$ cat src/verilog/rfe_params.svh
// Constants for the two-wire read framing and error handler.
// Assumes inclusion by bare name from the design modules and the testbench.
// What this block does
// RULE1 - Invalid current address: NACK the read
// RULE2 - Partial word address: ACK the read, return idle 0xFF bytes
// RULE3 - Partial word address: mark current address invalid
// RULE4 - Early NACK or STOP: mark address invalid
// RULE5 - Any read error sets command error flag
// RULE6 - Any read error sets link protocol fault
// RULE7 - Any read error loads fault location zero
// RULE8 - Master acks bytes; address advances per word
// RULE9 - Answer fixed seven-bit address, eighth bit direction
// RULE10 - Addresses and data are two bytes, upper first
// RULE11 - Errors update the whole fault register group
`ifndef RFE_PARAMS_SVH
`define RFE_PARAMS_SVH
`define RFE_SLAVE_ADDR 7'h50
`define RFE_OFS_FAULT_LOC 16'hB00C
`define RFE_OFS_FAULT_CAUSE 16'hB00F
`define RFE_OFS_CMD_STATE 16'hB050
`define RFE_BIT_CMD_READY 15
`define RFE_BIT_CMD_ERR 14
`define RFE_BIT_LINK_FAULT 10
`define RFE_FAULT_LOC_ON_ERR 16'h0000
`define RFE_RST_WORD 16'h0000
`define RFE_IDLE_BYTE 8'hFF
`define RFE_LAST_BIT 3'h7
`endif

$ cat src/verilog/rfe_pkg.sv
// Types shared by the link engine and the frame controller.
// Assumes nothing beyond a SystemVerilog compiler.
package rfe_pkg;
  typedef enum logic [2:0] {PH_IDLE, PH_RX, PH_RACK, PH_TX, PH_TACK} rfe_phase_type;
  typedef enum logic [2:0] {ST_IDLE, ST_CTRL, ST_AHI, ST_ALO, ST_WHI, ST_WLO, ST_RD, ST_DONE}
    rfe_state_type;
endpackage : rfe_pkg

$ cat src/verilog/rfe_byte_if.sv
// Byte-level handshake between the link engine and the frame controller.
// Assumes both ends run on the same clock.
`timescale 1ns/1ns
`default_nettype none
interface rfe_byte_if;
  logic start;
  logic stop;
  logic rx_done;
  logic [7:0] rx_byte;
  logic tx_done;
  logic m_nack;
  logic ack_give;
  logic tx_mode;
  logic [7:0] tx_byte;
  modport phy (output start, stop, rx_done, rx_byte, tx_done, m_nack,
               input ack_give, tx_mode, tx_byte);
  modport ctl (input start, stop, rx_done, rx_byte, tx_done, m_nack,
               output ack_give, tx_mode, tx_byte);
endinterface : rfe_byte_if
`default_nettype wire

$ cat src/verilog/rfe_link_phy.sv
// Bit engine of the two-wire slave: pin sampling, start/stop, byte shifting.
// Assumes the serial clock is far slower than the system clock.
`timescale 1ns/1ns
`default_nettype none
`include "rfe_params.svh"
module rfe_link_phy #(
  parameter int SYNC_STAGES = 2
) (
  input wire logic clock,
  input wire logic rstn,
  input wire logic scl_in,
  input wire logic sda_in,
  output logic sda_out,
  output logic sda_oe_n,
  rfe_byte_if.phy lnk
);
  import rfe_pkg::*;

  generate
    if (SYNC_STAGES < 2) begin : g_bad_sync
      $error("SYNC_STAGES must be at least 2");
    end
  endgenerate

  //////////////////////////////////////////////////////////////////////////////
  logic [SYNC_STAGES-1:0] scl_sq;
  logic [SYNC_STAGES-1:0] sda_sq;
  logic scl_prev_q;
  logic sda_prev_q;
  rfe_phase_type phase_q;
  logic [2:0] cnt_q;
  logic [7:0] shift_q;
  logic armed_q;

  wire scl_s = scl_sq[SYNC_STAGES-1];
  wire sda_s = sda_sq[SYNC_STAGES-1];
  wire scl_rise = scl_s & ~scl_prev_q;
  wire scl_fall = ~scl_s & scl_prev_q;
  // Line changes while the clock stays high mark frame boundaries
  wire start_c = scl_s & scl_prev_q & sda_prev_q & ~sda_s;
  wire stop_c = scl_s & scl_prev_q & ~sda_prev_q & sda_s;
  wire last_bit = (cnt_q == `RFE_LAST_BIT);
  wire drive_d = ((phase_q == PH_RACK) & lnk.ack_give) | ((phase_q == PH_TX) & ~shift_q[7]);

  always_ff @(posedge clock or negedge rstn) begin
    if (!rstn) begin
      scl_sq <= '1;
      sda_sq <= '1;
      scl_prev_q <= 1'b1;
      sda_prev_q <= 1'b1;
    end else begin
      scl_sq <= {scl_sq[SYNC_STAGES-2:0], scl_in};
      sda_sq <= {sda_sq[SYNC_STAGES-2:0], sda_in};
      scl_prev_q <= scl_s;
      sda_prev_q <= sda_s;
    end
  end

  //////////////////////////////////////////////////////////////////////////////
  always_ff @(posedge clock or negedge rstn) begin
    if (!rstn) begin
      phase_q <= PH_IDLE;
      cnt_q <= 3'h0;
      shift_q <= 8'h00;
      lnk.m_nack <= 1'b0;
      armed_q <= 1'b0;
    end else if (start_c) begin
      // The clock fall that closes a start carries no data bit
      phase_q <= PH_RX;
      cnt_q <= 3'h0;
      armed_q <= 1'b0;
    end else if (stop_c) begin
      phase_q <= PH_IDLE;
    end else begin
      case (phase_q)
        PH_RX: begin
          if (scl_rise) begin
            shift_q <= {shift_q[6:0], sda_s};
            armed_q <= 1'b1;
          end
          if (scl_fall & armed_q) begin
            cnt_q <= cnt_q + 3'h1;
            if (last_bit) begin
              phase_q <= PH_RACK;
            end
          end
        end
        PH_RACK: begin
          if (scl_fall) begin
            cnt_q <= 3'h0;
            shift_q <= lnk.tx_byte;
            if (!lnk.ack_give) begin
              phase_q <= PH_IDLE;
            end else if (lnk.tx_mode) begin
              phase_q <= PH_TX;
            end else begin
              phase_q <= PH_RX;
            end
          end
        end
        PH_TX: begin
          if (scl_fall) begin
            cnt_q <= cnt_q + 3'h1;
            shift_q <= {shift_q[6:0], 1'b1};
            if (last_bit) begin
              phase_q <= PH_TACK;
            end
          end
        end
        PH_TACK: begin
          if (scl_rise) begin
            lnk.m_nack <= sda_s;
          end
          if (scl_fall) begin
            // A master NACK ends the data phase; the line stays released
            phase_q <= (lnk.m_nack | ~lnk.tx_mode) ? PH_IDLE : PH_TX;
            shift_q <= lnk.tx_byte;
            cnt_q <= 3'h0;
          end
        end
        default: begin
          phase_q <= PH_IDLE;
        end
      endcase
    end
  end

  //////////////////////////////////////////////////////////////////////////////
  always_ff @(posedge clock or negedge rstn) begin
    if (!rstn) begin
      lnk.start <= 1'b0;
      lnk.stop <= 1'b0;
      lnk.rx_done <= 1'b0;
      lnk.rx_byte <= 8'h00;
      lnk.tx_done <= 1'b0;
      sda_out <= 1'b0;
      sda_oe_n <= 1'b1;
    end else begin
      lnk.start <= start_c;
      lnk.stop <= stop_c;
      lnk.rx_done <= (phase_q == PH_RX) & scl_fall & armed_q & last_bit & ~start_c & ~stop_c;
      lnk.rx_byte <= shift_q;
      lnk.tx_done <= (phase_q == PH_TACK) & scl_rise & ~start_c & ~stop_c;
      sda_out <= 1'b0;
      sda_oe_n <= ~drive_d;
    end
  end
endmodule : rfe_link_phy
`default_nettype wire

$ cat src/verilog/rfe_top.sv
// Two-wire management slave: read framing, error detection and fault registers.
// Assumes an external pull-up on both lines and a host acting as bus master.
`timescale 1ns/1ns
`default_nettype none
`include "rfe_params.svh"
module rfe_top #(
  parameter int SYNC_STAGES = 2
) (
  input wire logic clock,
  input wire logic rstn,
  input wire logic scl_in,
  input wire logic sda_in,
  output logic sda_out,
  output logic sda_oe_n,
  output logic cmd_error
);
  import rfe_pkg::*;

  rfe_byte_if lnk ();

  rfe_link_phy #(.SYNC_STAGES(SYNC_STAGES)) u_phy (
    .clock(clock),
    .rstn(rstn),
    .scl_in(scl_in),
    .sda_in(sda_in),
    .sda_out(sda_out),
    .sda_oe_n(sda_oe_n),
    .lnk(lnk.phy)
  );

  //////////////////////////////////////////////////////////////////////////////
  rfe_state_type state_q;
  rfe_state_type state_d;
  logic [15:0] cur_addr_q;
  logic addr_valid_q;
  logic partial_q;
  logic lo_sel_q;
  logic [7:0] hi_q;
  logic [7:0] lo_q;
  logic cmd_err_q;
  logic link_fault_q;
  logic [15:0] fault_loc_q;
  logic ack_q;
  logic tx_mode_q;
  logic [7:0] tx_byte_q;

  assign lnk.ack_give = ack_q;
  assign lnk.tx_mode = tx_mode_q;
  assign lnk.tx_byte = tx_byte_q;
  assign cmd_error = cmd_err_q;

  wire in_rd = (state_q == ST_RD);
  wire in_ctrl = lnk.rx_done & (state_q == ST_CTRL);
  wire ctrl_match = (lnk.rx_byte[7:1] == `RFE_SLAVE_ADDR); // RULE9
  wire ctrl_read = lnk.rx_byte[0];
  wire rd_req = in_ctrl & ctrl_match & ctrl_read;
  wire err_invalid = rd_req & ~partial_q & ~addr_valid_q; // RULE1
  wire err_partial = rd_req & partial_q; // RULE2
  wire rd_ok = rd_req & ~partial_q & addr_valid_q;
  wire hi_done = lnk.tx_done & in_rd & ~lo_sel_q;
  wire lo_done = lnk.tx_done & in_rd & lo_sel_q;
  // Boundary inside a read frame means the word was not finished
  wire err_early = (in_rd & (lnk.start | lnk.stop)) | (hi_done & lnk.m_nack); // RULE4
  wire err_any = err_invalid | err_partial | err_early;
  wire wr_word = lnk.rx_done & (state_q == ST_WLO);
  wire [15:0] wr_data = {hi_q, lnk.rx_byte}; // RULE10
  wire [15:0] next_addr = cur_addr_q + 16'h0001;
  wire [15:0] sel_addr = in_rd ? next_addr : cur_addr_q;
  wire [15:0] cause_word = 16'(link_fault_q) << `RFE_BIT_LINK_FAULT;
  wire [15:0] state_word = (16'h0001 << `RFE_BIT_CMD_READY) | (16'(cmd_err_q) << `RFE_BIT_CMD_ERR);
  wire [15:0] rd_word = (sel_addr == `RFE_OFS_FAULT_LOC) ? fault_loc_q :
                        (sel_addr == `RFE_OFS_FAULT_CAUSE) ? cause_word :
                        (sel_addr == `RFE_OFS_CMD_STATE) ? state_word : `RFE_RST_WORD;
  wire clr_err = wr_word & (cur_addr_q == `RFE_OFS_CMD_STATE) & wr_data[`RFE_BIT_CMD_ERR];
  wire clr_fault = wr_word & (cur_addr_q == `RFE_OFS_FAULT_CAUSE) & wr_data[`RFE_BIT_LINK_FAULT];
  wire ack_d = in_ctrl ? (ctrl_match & (~ctrl_read | partial_q | addr_valid_q)) :
               (state_q == ST_AHI) | (state_q == ST_ALO) | (state_q == ST_WHI) |
               (state_q == ST_WLO);

  //////////////////////////////////////////////////////////////////////////////
  always_comb begin
    state_d = state_q;
    if (lnk.start) begin
      state_d = ST_CTRL;
    end else if (lnk.stop) begin
      state_d = ST_IDLE;
    end else if (lnk.rx_done) begin
      case (state_q)
        ST_CTRL: state_d = !ctrl_match ? ST_IDLE : !ctrl_read ? ST_AHI :
                           partial_q ? ST_DONE : addr_valid_q ? ST_RD : ST_IDLE;
        ST_AHI: state_d = ST_ALO;
        ST_ALO: state_d = ST_WHI;
        ST_WHI: state_d = ST_WLO;
        ST_WLO: state_d = ST_WHI;
        default: state_d = state_q;
      endcase
    end else if (lnk.tx_done & in_rd & lnk.m_nack) begin
      state_d = ST_DONE; // RULE8
    end
  end

  always_ff @(posedge clock or negedge rstn) begin
    if (!rstn) begin
      state_q <= ST_IDLE;
      ack_q <= 1'b0;
      lo_sel_q <= 1'b0;
      partial_q <= 1'b0;
    end else begin
      state_q <= state_d;
      if (lnk.rx_done) begin
        ack_q <= ack_d;
      end
      lo_sel_q <= (lnk.start | lnk.stop | rd_ok) ? 1'b0 : lnk.tx_done ? ~lo_sel_q : lo_sel_q;
      // Only one address byte seen before the repeated start
      if (lnk.start) begin
        partial_q <= (state_q == ST_ALO);
      end else if (in_ctrl) begin
        partial_q <= 1'b0;
      end
    end
  end

  //////////////////////////////////////////////////////////////////////////////
  always_ff @(posedge clock or negedge rstn) begin
    if (!rstn) begin
      cur_addr_q <= `RFE_RST_WORD;
      addr_valid_q <= 1'b0;
      hi_q <= 8'h00;
    end else begin
      if (lnk.rx_done & ((state_q == ST_AHI) | (state_q == ST_WHI))) begin
        hi_q <= lnk.rx_byte;
      end
      if (lnk.rx_done & (state_q == ST_ALO)) begin
        cur_addr_q <= wr_data; // RULE10
      end else if (wr_word | lo_done) begin
        cur_addr_q <= next_addr; // RULE8
      end
      if (err_partial | err_early) begin
        addr_valid_q <= 1'b0; // RULE3 RULE4
      end else if (lnk.rx_done & (state_q == ST_ALO)) begin
        addr_valid_q <= 1'b1;
      end
    end
  end

  always_ff @(posedge clock or negedge rstn) begin
    if (!rstn) begin
      tx_mode_q <= 1'b0;
      tx_byte_q <= `RFE_IDLE_BYTE;
      lo_q <= 8'h00;
    end else begin
      if (lnk.start | lnk.stop) begin
        tx_mode_q <= 1'b0;
      end else if (rd_ok | err_partial) begin
        tx_mode_q <= 1'b1;
      end
      if (err_partial) begin
        tx_byte_q <= `RFE_IDLE_BYTE; // RULE2
      end else if (rd_ok | lo_done) begin
        tx_byte_q <= rd_word[15:8]; // RULE10
        lo_q <= rd_word[7:0];
      end else if (hi_done) begin
        tx_byte_q <= lo_q;
      end
    end
  end

  //////////////////////////////////////////////////////////////////////////////
  // Hardware set beats a same-cycle software clear
  always_ff @(posedge clock or negedge rstn) begin
    if (!rstn) begin
      cmd_err_q <= 1'b0;
      link_fault_q <= 1'b0;
      fault_loc_q <= `RFE_RST_WORD;
    end else begin
      if (err_any) begin
        cmd_err_q <= 1'b1; // RULE5
        link_fault_q <= 1'b1; // RULE6 RULE11
        fault_loc_q <= `RFE_FAULT_LOC_ON_ERR; // RULE7 RULE11
      end else begin
        if (clr_err) begin
          cmd_err_q <= 1'b0;
        end
        if (clr_fault) begin
          link_fault_q <= 1'b0;
        end
      end
    end
  end
endmodule : rfe_top
`default_nettype wire
$ cat config.mk
export PLATFORM = sky130hd
export DESIGN_NAME = rfe_top
export DESIGN_NICKNAME = d
export VERILOG_FILES = /design/src/verilog/rfe_pkg.sv /design/src/verilog/rfe_byte_if.sv /design/src/verilog/rfe_link_phy.sv /design/src/verilog/rfe_top.sv
export VERILOG_INCLUDE_DIRS = /design/src /design/src/verilog
export SDC_FILE = /design/constraint.sdc
export NUM_CORES = 1
export LEC_CHECK = 0
export ABC_AREA = 1
export BUFFER_PORTS_ARGS = -buffer_cell sky130_fd_sc_hd__buf_2
export CORE_MARGIN = 8
export CORE_UTILIZATION = 40
export CTS_CLUSTER_DIAMETER = 30
export CTS_CLUSTER_SIZE = 24
export DETAILED_ROUTE_END_ITERATION = 8
export GPL_ROUTABILITY_DRIVEN = 1
export HOLD_SLACK_MARGIN = 0.15
export PLACE_DENSITY = 0.6
export SLEW_MARGIN = 20
export SYNTH_ARGS = -nofsm -noshare
export SYNTH_HDL_FRONTEND = slang
export SYNTH_SLANG_ARGS = --single-unit
$ cat constraint.sdc
create_clock -name clock -period 4.5 [get_ports clock]
set_input_delay 0 -clock clock [delete_from_list [all_inputs] [get_ports clock]]
set_output_delay 0 -clock clock [all_outputs]
set_load 0.01 [all_outputs]
## After elaboration in Yosys (flattened, before gate mapping)

Cells that the tools add are included.

| cells by class | value |
|---|---|
| add/sub/neg operators | 2 |
| equality and inequality tests | 31 |
| mux-type cells | 57 |
| bitwise operators | 70 |
| reductions and logical operators | 22 |

Operators by type and width:

| cell | count |
|---|---|
| $mux 16 | 6 |
| $eq 16x16->1 const B | 5 |
| $mux 3 | 22 |
| $mux 8 | 6 |
| $and 1x1->1 | 39 |
| $ne 4x1->1 const B | 6 |
| $pmux 3 s4 | 2 |
| $pmux 8 s3 | 1 |
| $reduce_bool 2->1 | 9 |
| $mux 1 | 17 |
| $or 1x1->1 | 17 |
| $add 16x1->16 const B | 1 |
| $eq 3x3->1 const B | 5 |
| $not 1->1 | 14 |
| $eq 3x2->1 const B | 4 |
| $reduce_and 6->1 | 2 |
| $ne 3x1->1 const B | 3 |
| $pmux 3 s3 | 1 |
| $ne 2x1->1 const B | 4 |
| $reduce_bool 4->1 | 2 |
| $eq 7x7->1 const B | 1 |
| $ne 7x5->1 const B | 1 |
| $eq 3x1->1 const B | 2 |
| $reduce_bool 3->1 | 2 |
| 7 further kinds | 10 |

| storage, ports and cells | value |
|---|---|
| flip-flop bits (word level) | 85 |
| input port bits | 4 |
| output and inout bits | 3 |
| word-level logic and storage cells | 209 |

## Logic depth before layout (Yosys ltp)

Gate-level depths: netlist (run 1).

| depth | value |
|---|---|
| depth after elaboration | 9 |
| gate-level depth with buffers | 15 |
| gate-level depth less buffers | 15 |

## By module

From an unflattened synthesis (run 1), not the netlist that was laid out.

| unflattened totals | value |
|---|---|
| cells, all modules | 544 |
| area, all modules | 4170.2 um2 |

By module, submodules not included:

| module | instances | cells an instance | area an instance (um2) | sequential area each (um2) |
|---|---|---|---|---|
| rfe_top | 1 | 362 | 2543.7 | 955.9 |
| rfe_link_phy | 1 | 182 | 1626.6 | 884.6 |

## Worst setup path after synthesis (run 1)

Ideal clock, no wire load.

| path | value |
|---|---|
| path kind | register -> register |
| from | register cur_addr_q[0] |
| to | register tx_byte_q[6], in the netlist lnk.tx_byte[6] |
| library setup time | 60 ps |
| arrival time | 1531 ps |
| required time | 4440 ps |
| path slack | 2909 ps |
| stages on the path, launching flop included | 16 |
| path buffers | 0 |
| period minus slack after synthesis | 1591 ps |
| cell sequence | dfrtp_1 -> ha_1 -> nand2_2 -> nor2_8 -> nand2_1 -> nand2_2 -> nand2_1 -> o21ai_1 -> nand2_1 -> nor2_1 -> nand2_1 -> nor2_2 -> nand2_1 -> nand2_1 -> nand2_1 -> nand2_1 |

| on the way | value |
|---|---|
| longest elaborated chain between the ends | 8 |
| elaborated cells on any way between the ends | 10 |
| classes of those cells | add/sub (1); eq/ne (3); mux (6) |

Ends and longest elaborated chain:

| element | RTL line | source |
|---|---|---|
| start, declared | rfe_top.sv:34 | `logic [15:0] cur_addr_q;` |
| start signal, assigned | rfe_top.sv:126 | `` cur_addr_q <= `RFE_RST_WORD; `` |
| start signal, assigned | rfe_top.sv:134 | `cur_addr_q <= wr_data;` |
| start signal, assigned | rfe_top.sv:136 | `cur_addr_q <= next_addr;` |
| $add 16x1->16 | rfe_top.sv:67 | `wire [15:0] next_addr = cur_addr_q + 16'h0001;` |
| $mux 16 * | rfe_top.sv:68 | `wire [15:0] sel_addr = in_rd ? next_addr : cur_addr_q;` |
| $eq 16x16->1 (no line) | -- |  |
| $mux 16 (no line) (2 in series) | -- |  |
| $mux 16 (no line) * | -- |  |
| $mux 8 * | rfe_top.sv:159 | `end else if (rd_ok \| lo_done) begin` |
| $mux 8 * | rfe_top.sv:157 | `if (err_partial) begin` |
| end signal, assigned | rfe_top.sv:158 | `` tx_byte_q <= `RFE_IDLE_BYTE; `` |
| end signal, assigned | rfe_top.sv:160 | `tx_byte_q <= rd_word[15:8];` |
| end signal, assigned | rfe_top.sv:163 | `tx_byte_q <= lo_q;` |
| end, declared | rfe_top.sv:45 | `logic [7:0] tx_byte_q;` |

Every way passes the cells marked *; elsewhere a longest branch is shown, timed or not.
A chain may end at the register's enable or synchronous reset.

## Worst setup path after layout (run 1)

| path | value |
|---|---|
| from | register state_q[0] |
| to | register cur_addr_q[5] |

| on the way | value |
|---|---|
| longest elaborated chain between the ends | 5 |
| elaborated cells on any way between the ends | 10 |
| classes of those cells | eq/ne (3); mux (1); bitwise (5); reduce/logical (1) |

Ends and longest elaborated chain:

| element | RTL line | source |
|---|---|---|
| start, declared | rfe_top.sv:32 | `rfe_state_type state_q;` |
| start signal, assigned | rfe_top.sv:109 | `state_q <= state_d;` |
| $eq 3x3->1 | rfe_top.sv:52 | `wire in_rd = (state_q == ST_RD);` |
| $and 1x1->1 (2 in series) | rfe_top.sv:61 | `wire lo_done = lnk.tx_done & in_rd & lo_sel_q;` |
| $or 1x1->1 | rfe_top.sv:135 | `end else if (wr_word \| lo_done) begin` |
| $reduce_bool 2->1 (no line) | -- |  |

Several ways; a longest one is shown, not always the timed one.

==> results.sh, run 1 <==
export IMPL_status="finished clean"
export IMPL_fp_dieH_um=117
export IMPL_grt_max_degree=74
export IMPL_timing_setup_tns_ps=0
export IMPL_synth_edf_count=0
export IMPL_leakagePower_uw=0.00200
export IMPL_finalWeightedCongestion=0.867
export IMPL_drcViolationCount=0
export IMPL_overflow=0
export IMPL_peakVddDrop_uv=286
export IMPL_antenna_cells=0
export IMPL_worst_setup_path_start_kind="flip-flop"
export IMPL_synth_seq_cells=73
export IMPL_dp_hpwl_um=7170
export IMPL_via_per_inst=5.10
export IMPL_coreArea_sq_mm=0.0101
export IMPL_nets=538
export IMPL_cts_root_buffer="clkbuf_8"
export IMPL_cts_resized=0
export IMPL_slew_headroom_pct=38.7
export IMPL_crit_arrival_ps=2440
export IMPL_grt_pass1_wl_um=16400
export IMPL_ant_nets=0
export IMPL_synth_nets=530
export IMPL_numCtsBuffers=9
export IMPL_finalCriticalPeriod_ps=2190
export IMPL_htreeDepth=3
export IMPL_port_buffers=5
export IMPL_die_x_um=117
export IMPL_seqCellArea_sq_mm=0.00184
export IMPL_drt_initial_drc_count=178
export IMPL_ctsLongestPathBuffers=2
export IMPL_wl_per_cell_um=14.1
export IMPL_fmax_mhz=457
export IMPL_cts_hold_buf=3
export IMPL_cts_tree="done"
export IMPL_ys_types=40
export IMPL_clock_latency_ps=350
export IMPL_start_util_pct=40.4
export IMPL_die_area_sq_mm=0.0137
export IMPL_clock_sinks=73
export IMPL_wirelength_um=9480
export IMPL_num_fill_cells=1067
export IMPL_clock_skew_ps=15.2
export IMPL_syn_inst=522
export IMPL_num_rows=37
export IMPL_track_usage_pct=15.1
export IMPL_yosys_area_top_type="dfrtp_1"
export IMPL_dp_cells=652
export IMPL_cp_end_kind="flip-flop"
export IMPL_ys_seq_area_share_pct=45.1
export IMPL_vias=3419
export IMPL_worst_slew_pin_slew_ps=917
export IMPL_synthArstFlopShare_pct=100
export IMPL_cts_setup_buffers=0
export IMPL_path_class="reg2reg"
export IMPL_dr_pass1_iters=5
export IMPL_clkTransAtPathRegs_ps=90
export IMPL_setup_violations=0
export IMPL_crit_required_ps=4750
export IMPL_syn_to_final_growth_pct=8.28
export IMPL_final_cells=671
export IMPL_yosysWarnings=0
export IMPL_yosysMostFrequentCell="nand2_1"
export IMPL_grt_pass1_vias=3369
export IMPL_synthTopCellsByCount="136 x nand2_1, 62 x dfrtp_1, 60 x inv_1"
export IMPL_slew_violations=0
export IMPL_rsz0062_at_grt="false"
export IMPL_hold_viol_final=0
export IMPL_power_density_mw_per_mm2=340
export IMPL_syn_area_sq_mm=0.00408
export IMPL_yosys_top_cells_area="dfrtp_1 38%, nand2_1 13%, dfstp_2 7.1%"
export IMPL_syn_area_per_cell_sq_um=7.81
export IMPL_crit_fanout=32
export IMPL_synthFlopType="dfrtp_1"
export IMPL_min_path_type="in2reg"
export IMPL_drv_cap=0
export IMPL_multi_input_area_sq_mm=0.00188
export IMPL_layout_drive_gt1_share_pct=14.2
export IMPL_ios=7
export IMPL_synth_top_area_share_pct=38.0
export IMPL_antenna_found_initial=0
export IMPL_post_route_period_util_pct=48.7
cell type report:
class	count	share of cell area, %
sequential	73	41.7
clock inverter	6	1.30
clock buffer	10	3.12
inverter	73	6.21
multi-input combinational	365	42.5
tap	136	3.85
timing repair buffer	8	1.30
kinds of logic (layout without fill, tap and decap cells):
| family | Yosys count | count (layout) | synth area share (%) |
|---|---|---|---|
| flops | 73 | 73 | 45.1 |
| fa+ha+maj | 4 | 4 | 1.23 |
| simple gates | 264 | 264 | 30.2 |
| other cells | 1 | 1 | 0.0920 |
| compound gates | 92 | 92 | 13.5 |
| buf+inv | 84 | 97 | 8.81 |
| mux | 4 | 4 | 1.10 |
worst paths after layout:
path	slack [ps]	from	end	cells past startpoint
max	2310	state_q[0]$_DFFE_PN0P_	cur_addr_q[5]$_DFFE_PN0P_	7
min	290	sda_in	u_phy.sda_sq[0]$_DFF_PN1_	2
max reg2reg	2310	state_q[0]$_DFFE_PN0P_	cur_addr_q[5]$_DFFE_PN0P_	7
min reg2reg	360	u_phy.sda_sq[0]$_DFF_PN1_	u_phy.sda_sq[1]$_DFF_PN1_	0
max in group asynchronous	3590	rstn	hi_q[7]$_DFFE_PN0P_	2
min in group asynchronous	320	rstn	state_q[0]$_DFFE_PN0P_	2
worst max-delay path, cell delays in order, from the launching register on:
cell and delay (ps):
dfrtp_1 450, inv_2 120, nand3_4 170, nor2_2 150, nand2_1 110, nand2_1 690
o21ai_0 220, o22ai_1 170
metal layers:
layer	global-route usage [%]	part of all wire, %	vias up	wire [um]
li1	-	-	1735	-
met1	20.4	48	1598	4580
met2	24.4	46	74	4380
met3	2.15	4.1	12	393
met4	5.12	1.3	0	125
met5	0	0	-	0
where the power goes:
part / internal [uW] / switching [uW] / total [uW]
clock network: 267 / 251 / 518
logic: 65.7 / 122 / 188
registers: 736 / 59.6 / 795
stage by stage:
stage                     utilization, %  total power, uW  setup WS (ps)  hold WS [ps]  instance area [sq um]
after floorplan                        -              931           2910          -296                   4080
after global placement              41.5              993           2430           106                   4190
after detailed placement            41.5             1000           2360           106                   4190
after CTS                           43.8             1520           2330           265                   4420
after global routing                43.8             1580           2040           294                   4420
final                               43.8             1500           2310           292                   4420
sequential cells by signal, summed over array words and instances (netlist names), 2 cells and up:
register and flops:
state_q 3, cur_addr_q 16, u_phy.lnk.rx_byte 8, u_phy.sda_sq 2, u_phy.scl_sq 2, u_phy.shift_q 8, lnk.tx_byte 4, hi_q 8
u_phy.phase_q 3, u_phy.cnt_q 3
layout by cell type, fill, tap and decap left out, types with 2 or more instances in the layout:
master and instances:
a32o_1 2, o21ai_1 11, ha_1 4, nor2_2 8, nand2_2 5, clkbuf_8 10, nor3_2 2, nand3_1 37
o22ai_1 10, nor3_1 4, o211ai_1 9, nor2_1 42, a21oi_1 12, o21ai_2 5, nor2_8 2, o21ai_0 34
nor4_1 4, clkinv_2 4, inv_2 12, dfrtp_1 62, nand3_2 2, nand4_1 16, buf_2 4, dlygate4sd3_1 3
a31oi_1 4, inv_1 60, mux2_1 2, mux2_2 2, dfstp_2 11, nand2_1 136, nor2_4 3
No activity file was read; power rests on OpenSTA's default activity.
==> run 2: changes to the inputs <==
--- a/config.mk
+++ b/config.mk
@@ -15,7 +15,7 @@
 export DETAILED_ROUTE_END_ITERATION = 8
 export GPL_ROUTABILITY_DRIVEN = 1
 export HOLD_SLACK_MARGIN = 0.15
-export PLACE_DENSITY = 0.6
+export PLACE_DENSITY = 0.62
 export SLEW_MARGIN = 20
 export SYNTH_ARGS = -nofsm -noshare
 export SYNTH_HDL_FRONTEND = slang
==> constraint.sdc (replaced) <==
create_clock -name clock -period 1.9 [get_ports clock]
set_input_delay 0 -clock clock [delete_from_list [all_inputs] [get_ports clock]]
set_output_delay 0 -clock clock [all_outputs]
set_load 0.01 [all_outputs]
==> results.sh, run 2 (same netlist as run 1, synthesis figures left out) <==
export IMPL_drv_cap=0
export IMPL_final_cell_mix="135 x nand2_1, 60 x inv_1, 60 x dfrtp_1"
export IMPL_grt_pass1_vias=3512
export IMPL_cts_tree="done"
export IMPL_slowest_delay_ps=450
export IMPL_rsz0062_at_grt="true"
export IMPL_switching_share_pct=30.2
export IMPL_cts_root_buffer="clkbuf_8"
export IMPL_die_x_um=117
export IMPL_status="finished clean"
export IMPL_ios=7
export IMPL_syn_to_final_growth_pct=12.9
export IMPL_ctsLongestPathBuffers=2
export IMPL_wl_per_cell_um=14.0
export IMPL_power_density_mw_per_mm2=790
export IMPL_registers_top_by_ff_count="cur_addr_q"
export IMPL_antenna_found_initial=0
export IMPL_overflow=0
export IMPL_largest_reg_flops=16
export IMPL_drcViolationCount=0
export IMPL_final_cells=687
export IMPL_holdWs_ps=216
export IMPL_fmax_mhz=571
export IMPL_critPathSlowestCell="dfrtp_1"
export IMPL_fp_dieH_um=117
export IMPL_clock_skew_ps=16.2
export IMPL_path_class="reg2reg"
export IMPL_ant_nets=0
export IMPL_htreeDepth=3
export IMPL_total_power_uw=3630
export IMPL_start_util_pct=40.4
export IMPL_grt_pass1_wl_um=16600
export IMPL_peakVddDrop_uv=441
export IMPL_crit_arrival_ps=2000
export IMPL_nets=554
export IMPL_leakagePower_uw=0.00208
export IMPL_via_per_inst=5.20
export IMPL_grt_max_degree=33
export IMPL_stdcell_area_sq_mm=0.00460
export IMPL_post_route_period_util_pct=92.2
export IMPL_finalCriticalPeriod_ps=1750
export IMPL_clock_latency_ps=370
export IMPL_worst_setup_path_start_kind="flip-flop"
export IMPL_coreArea_sq_mm=0.0101
export IMPL_path_cells="inv_2 -> nand3_2 -> nand2_1 -> nand3_1 -> o21a_1 -> nand2_2 -> inv_4 -> o21ai_0 -> o21ai_2"
export IMPL_vias=3574
export IMPL_antenna_cells=0
export IMPL_numCtsBuffers=9
export IMPL_wirelength_um=9640
export IMPL_finalWeightedCongestion=0.926
export IMPL_slew_violations=0
export IMPL_p_sw_uw=1100
export IMPL_dp_hpwl_um=7120
export IMPL_track_usage_pct=15.7
export IMPL_num_fill_cells=1023
export IMPL_num_rows=37
export IMPL_layout_drive_gt1_share_pct=18.0
export IMPL_clock_sinks=73
export IMPL_clkTransAtPathRegs_ps=90
export IMPL_die_area_sq_mm=0.0137
export IMPL_min_path_type="in2async"
export IMPL_cp_end_kind="flip-flop"
export IMPL_combPwrFrac_pct=13.1
export IMPL_postPlaceCellArea_sq_mm=0.00431
export IMPL_crit_fanout=11
export IMPL_power_internal_uw=2540
export IMPL_port_buffers=5
export IMPL_seqPwrFrac_pct=52.1
export IMPL_dp_cells=666
export IMPL_layout_commonest_cell="nand2_1"
export IMPL_crit_required_ps=2150
export IMPL_drt_initial_drc_count=231
export IMPL_pwr_share_clk_pct=34.7
export IMPL_setup_violations=0
export IMPL_dr_pass1_iters=6
export IMPL_hold_viol_final=0
==> run 2: path summary, 6_finish.rpt <==
check                                             start                            to  slack, ps  cells past startpoint
setup / recovery           u_phy.phase_q[2]$_DFFE_PN0P_  u_phy.shift_q[0]$_DFFE_PN0P_        150                      9
hold / removal                                     rstn    lnk.tx_byte[2]$_DFFE_PN1P_        220                      2
setup reg to reg           u_phy.phase_q[2]$_DFFE_PN0P_  u_phy.shift_q[0]$_DFFE_PN0P_        150                      9
hold reg to reg               u_phy.scl_sq[0]$_DFF_PN1_     u_phy.scl_sq[1]$_DFF_PN1_        360                      0
max in group asynchronous                          rstn    u_phy.sda_prev_q$_DFF_PN1_       1400                      3
min in group clock                               sda_in     u_phy.sda_sq[0]$_DFF_PN1_        270                      2
==> run 2: per-layer routing <==
layer	vias to the layer above	GRT usage (%)	routed length (um)
met4	0	8.19	298
met3	27	3.23	599
met2	123	24.9	4390
met5	-	0	0
met1	1648	19.8	4360
li1	1776	-	-
==> run 2: layout make-up <==
class                           instances  area (sq um)  share of cell area, %
Multi-Input combinational cell        365          1910                   41.4
Sequential cell                        73          1840                   40.0
Inverter                               73           279                   6.06
Timing Repair Buffer                   24           203                   4.40
Tap cell                              136           170                   3.70
Clock buffer                            9           124                   2.69
Clock inverter                          7          77.6                   1.69
==> run 2: metrics by stage <==
stage / setup TNS (ps) / worst slack, ps / utilization, %
2_1_floorplan: 0 / 309 / -
3_3_place_gp: 0 / 181 / 42.7
3_5_place_dp: 0 / 90.5 / 42.7
4_1_cts: 0 / 81.6 / 45.2
5_1_grt: -18.5 / -18.5 / 45.6
6_report: 0 / 149 / 45.6
==> run 2: timing repair <==
item	in CTS	in global routing
endpoints found under the setup margin	0	9
hold buffers	4	0
resized for setup	0	12
setup buffers	0	1
endpoints found under the hold margin	69	0
==> run 2: worst max-delay path, delay by kind of cell, from the launching register on <==
family          cells  cell delay, ps
simple gates        4             660
buf+inv             2             190
compound gates      3             330
flops               1             450
==> run 2: power groups by stage <==
stage,logic [uW],clock network (uW),registers [uW]
3_3_place_gp,458,0,1920
6_report,477,1260,1900
4_1_cts,484,1300,1890
2_1_floorplan,333,0,1870
5_1_grt,561,1350,1920
3_5_place_dp,471,0,1920
==> run 3: changes to the inputs <==
--- a/config.mk
+++ b/config.mk
@@ -9,13 +9,13 @@
 export ABC_AREA = 1
 export BUFFER_PORTS_ARGS = -buffer_cell sky130_fd_sc_hd__buf_2
 export CORE_MARGIN = 8
-export CORE_UTILIZATION = 40
+export CORE_UTILIZATION = 55
 export CTS_CLUSTER_DIAMETER = 30
 export CTS_CLUSTER_SIZE = 24
 export DETAILED_ROUTE_END_ITERATION = 8
 export GPL_ROUTABILITY_DRIVEN = 1
 export HOLD_SLACK_MARGIN = 0.15
-export PLACE_DENSITY = 0.62
+export PLACE_DENSITY = 0.79
 export SLEW_MARGIN = 20
 export SYNTH_ARGS = -nofsm -noshare
 export SYNTH_HDL_FRONTEND = slang
==> results.sh, run 3 (same netlist as run 1, synthesis figures left out) <==
export IMPL_critical_path_top_delay_family="simple AND/OR/NAND/NOR gates"
export IMPL_critPathSlowestCell="dfrtp_1"
export IMPL_reg2regPathDepth=14
export IMPL_ff2ff_setup_slack_ps=80
export IMPL_path_cells="buf_6 -> nand2_1 -> nor2_4 -> buf_6 -> nand3_1 -> nand2_2 -> nand4_1 -> nor2_1 -> nand2_1 -> nand2_2 -> nand2_2 -> nand2_1 -> nand2_1 -> nand2_1"
export IMPL_ant_nets=0
export IMPL_r2r_start="cur_addr_q[1]$_DFFE_PN0P_"
export IMPL_cts_root_buffer="clkbuf_8"
export IMPL_clock_latency_ps=350
export IMPL_setup_ws_ps=76.1
export IMPL_cp_end_kind="flip-flop"
export IMPL_total_power_uw=3730
export IMPL_layout_drive_gt1_share_pct=19.1
export IMPL_status="finished clean"
export IMPL_num_rows=31
export IMPL_antenna_found_initial=0
export IMPL_finalCriticalPeriod_ps=1820
export IMPL_drcViolationCount=0
export IMPL_dp_hpwl_um=7200
export IMPL_ios=7
export IMPL_track_usage_pct=20.3
export IMPL_drv_cap=0
export IMPL_grt_use_met2_pct=30.5
export IMPL_syn_to_final_growth_pct=13.5
export IMPL_grt_max_degree=33
export IMPL_die_area_sq_mm=0.0104
export IMPL_clkTransAtPathRegs_ps=80
export IMPL_min_path_type="in2async"
export IMPL_numCtsBuffers=9
export IMPL_antenna_cells=0
export IMPL_met3_usage_pct=3.13
export IMPL_die_x_um=102
export IMPL_cpMostUsedCell="nand2_1"
export IMPL_fp_dieH_um=102
export IMPL_power_density_mw_per_mm2=805
export IMPL_slew_violations=0
export IMPL_wirelength_um=9700
export IMPL_peakVddDrop_uv=770
export IMPL_finalWeightedCongestion=0.964
export IMPL_slew_headroom_pct=60.4
export IMPL_crit_arrival_ps=2120
export IMPL_drt_initial_drc_count=235
export IMPL_start_util_pct=56.5
export IMPL_setup_violations=0
export IMPL_crit_required_ps=2200
export IMPL_vias=3610
export IMPL_leakagePower_uw=0.00212
export IMPL_postPlaceCellArea_sq_mm=0.00426
export IMPL_grt_pass1_vias=3351
export IMPL_overflow=0
export IMPL_stdcell_area_sq_mm=0.00463
export IMPL_slowest_delay_ps=430
export IMPL_r2r_end="lnk.tx_byte[6]$_DFFE_PN1P_"
export IMPL_holdWs_ps=254
export IMPL_post_route_period_util_pct=96.0
export IMPL_worst_setup_path_start_kind="flip-flop"
export IMPL_registers_top_by_ff_count="cur_addr_q"
export IMPL_nets=559
export IMPL_via_per_inst=5.51
export IMPL_clock_skew_ps=8.27
export IMPL_crit_fanout=4
export IMPL_dr_pass1_iters=4
export IMPL_final_cell_mix="131 x nand2_1, 61 x dfrtp_1, 60 x inv_1"
export IMPL_worst_path_buf_inv=2
export IMPL_wl_per_cell_um=14.8
export IMPL_coreArea_sq_mm=0.00721
export IMPL_worst_slew_pin_slew_ps=593
export IMPL_port_buffers=5
export IMPL_top_usage_layer="met2"
export IMPL_ctsLongestPathBuffers=2
export IMPL_htreeDepth=3
export IMPL_cts_tree="done"
export IMPL_fmax_mhz=548
export IMPL_rsz0062_at_grt="true"
export IMPL_grt_use_met1_pct=28.0
export IMPL_grt_pass1_wl_um=16300
export IMPL_path_class="reg2reg"
export IMPL_post_place_ws_ps=53.7
export IMPL_timing_setup_tns_ps=0
export IMPL_hold_viol_final=0
export IMPL_layout_commonest_cell="nand2_1"
export IMPL_largest_reg_flops=16
export IMPL_clock_sinks=73
## run 3: how the worst max path moves through the flow
stage,from,slack [ps],cells after the start,end
after floorplan,cur_addr_q[0]$_DFFE_PN0P_,310,15,lnk.tx_byte[6]$_DFFE_PN1P_
after global placement,cur_addr_q[0]$_DFFE_PN0P_,160,11,lnk.tx_byte[2]$_DFFE_PN1P_
after detailed placement,cur_addr_q[0]$_DFFE_PN0P_,50,15,lnk.tx_byte[6]$_DFFE_PN1P_
after CTS,cur_addr_q[0]$_DFFE_PN0P_,30,15,lnk.tx_byte[6]$_DFFE_PN1P_
after global routing,u_phy.scl_prev_q$_DFF_PN1_,-30,9,u_phy.cnt_q[0]$_DFFE_PN0P_
final,cur_addr_q[1]$_DFFE_PN0P_,80,14,lnk.tx_byte[6]$_DFFE_PN1P_
## run 3: worst register-to-register path, cell delays in order, from the launching register on
cell and delay (ps):
dfrtp_1 430, buf_6 130, nand2_1 80, nor2_4 210, buf_6 130, nand3_1 80
nand2_2 110, nand4_1 110, nor2_1 120, nand2_1 80, nand2_2 70, nand2_2 60
nand2_1 60, nand2_1 50, nand2_1 60
## run 3: what timing repair did
item	CTS	global route
resized for setup	0	17
hold buffers	4	0
endpoints found under the setup margin	0	12
hold endpoints to repair	67	0
buffers inserted	0	8
## run 3: layout make-up
type                       instances  area, sq um
sequential                        73         1840
tap                               99          124
clock inverter                     6         91.3
inverter                          73          279
clock buffer                      10          128
timing repair buffer              29          248
multi-input combinational        365         1920
fill                             608         2580
## run 3: power by group
part | internal, uW | switching (uW)
clock | 746 | 600
combinational | 181 | 307
sequential | 1740 | 150
## run 3: metrics by stage
step	utilization, %	cells
2_1_floorplan	-	522
3_3_place_gp	59.0	627
3_5_place_dp	59.0	627
4_1_cts	62.6	647
5_1_grt	64.2	655
6_report	64.2	655
## run 3: routing by layer
metal	wire [um]	up-vias
li1	-	1784
met3	502	22
met4	245	0
met5	0	-
met1	4600	1703
met2	4360	101
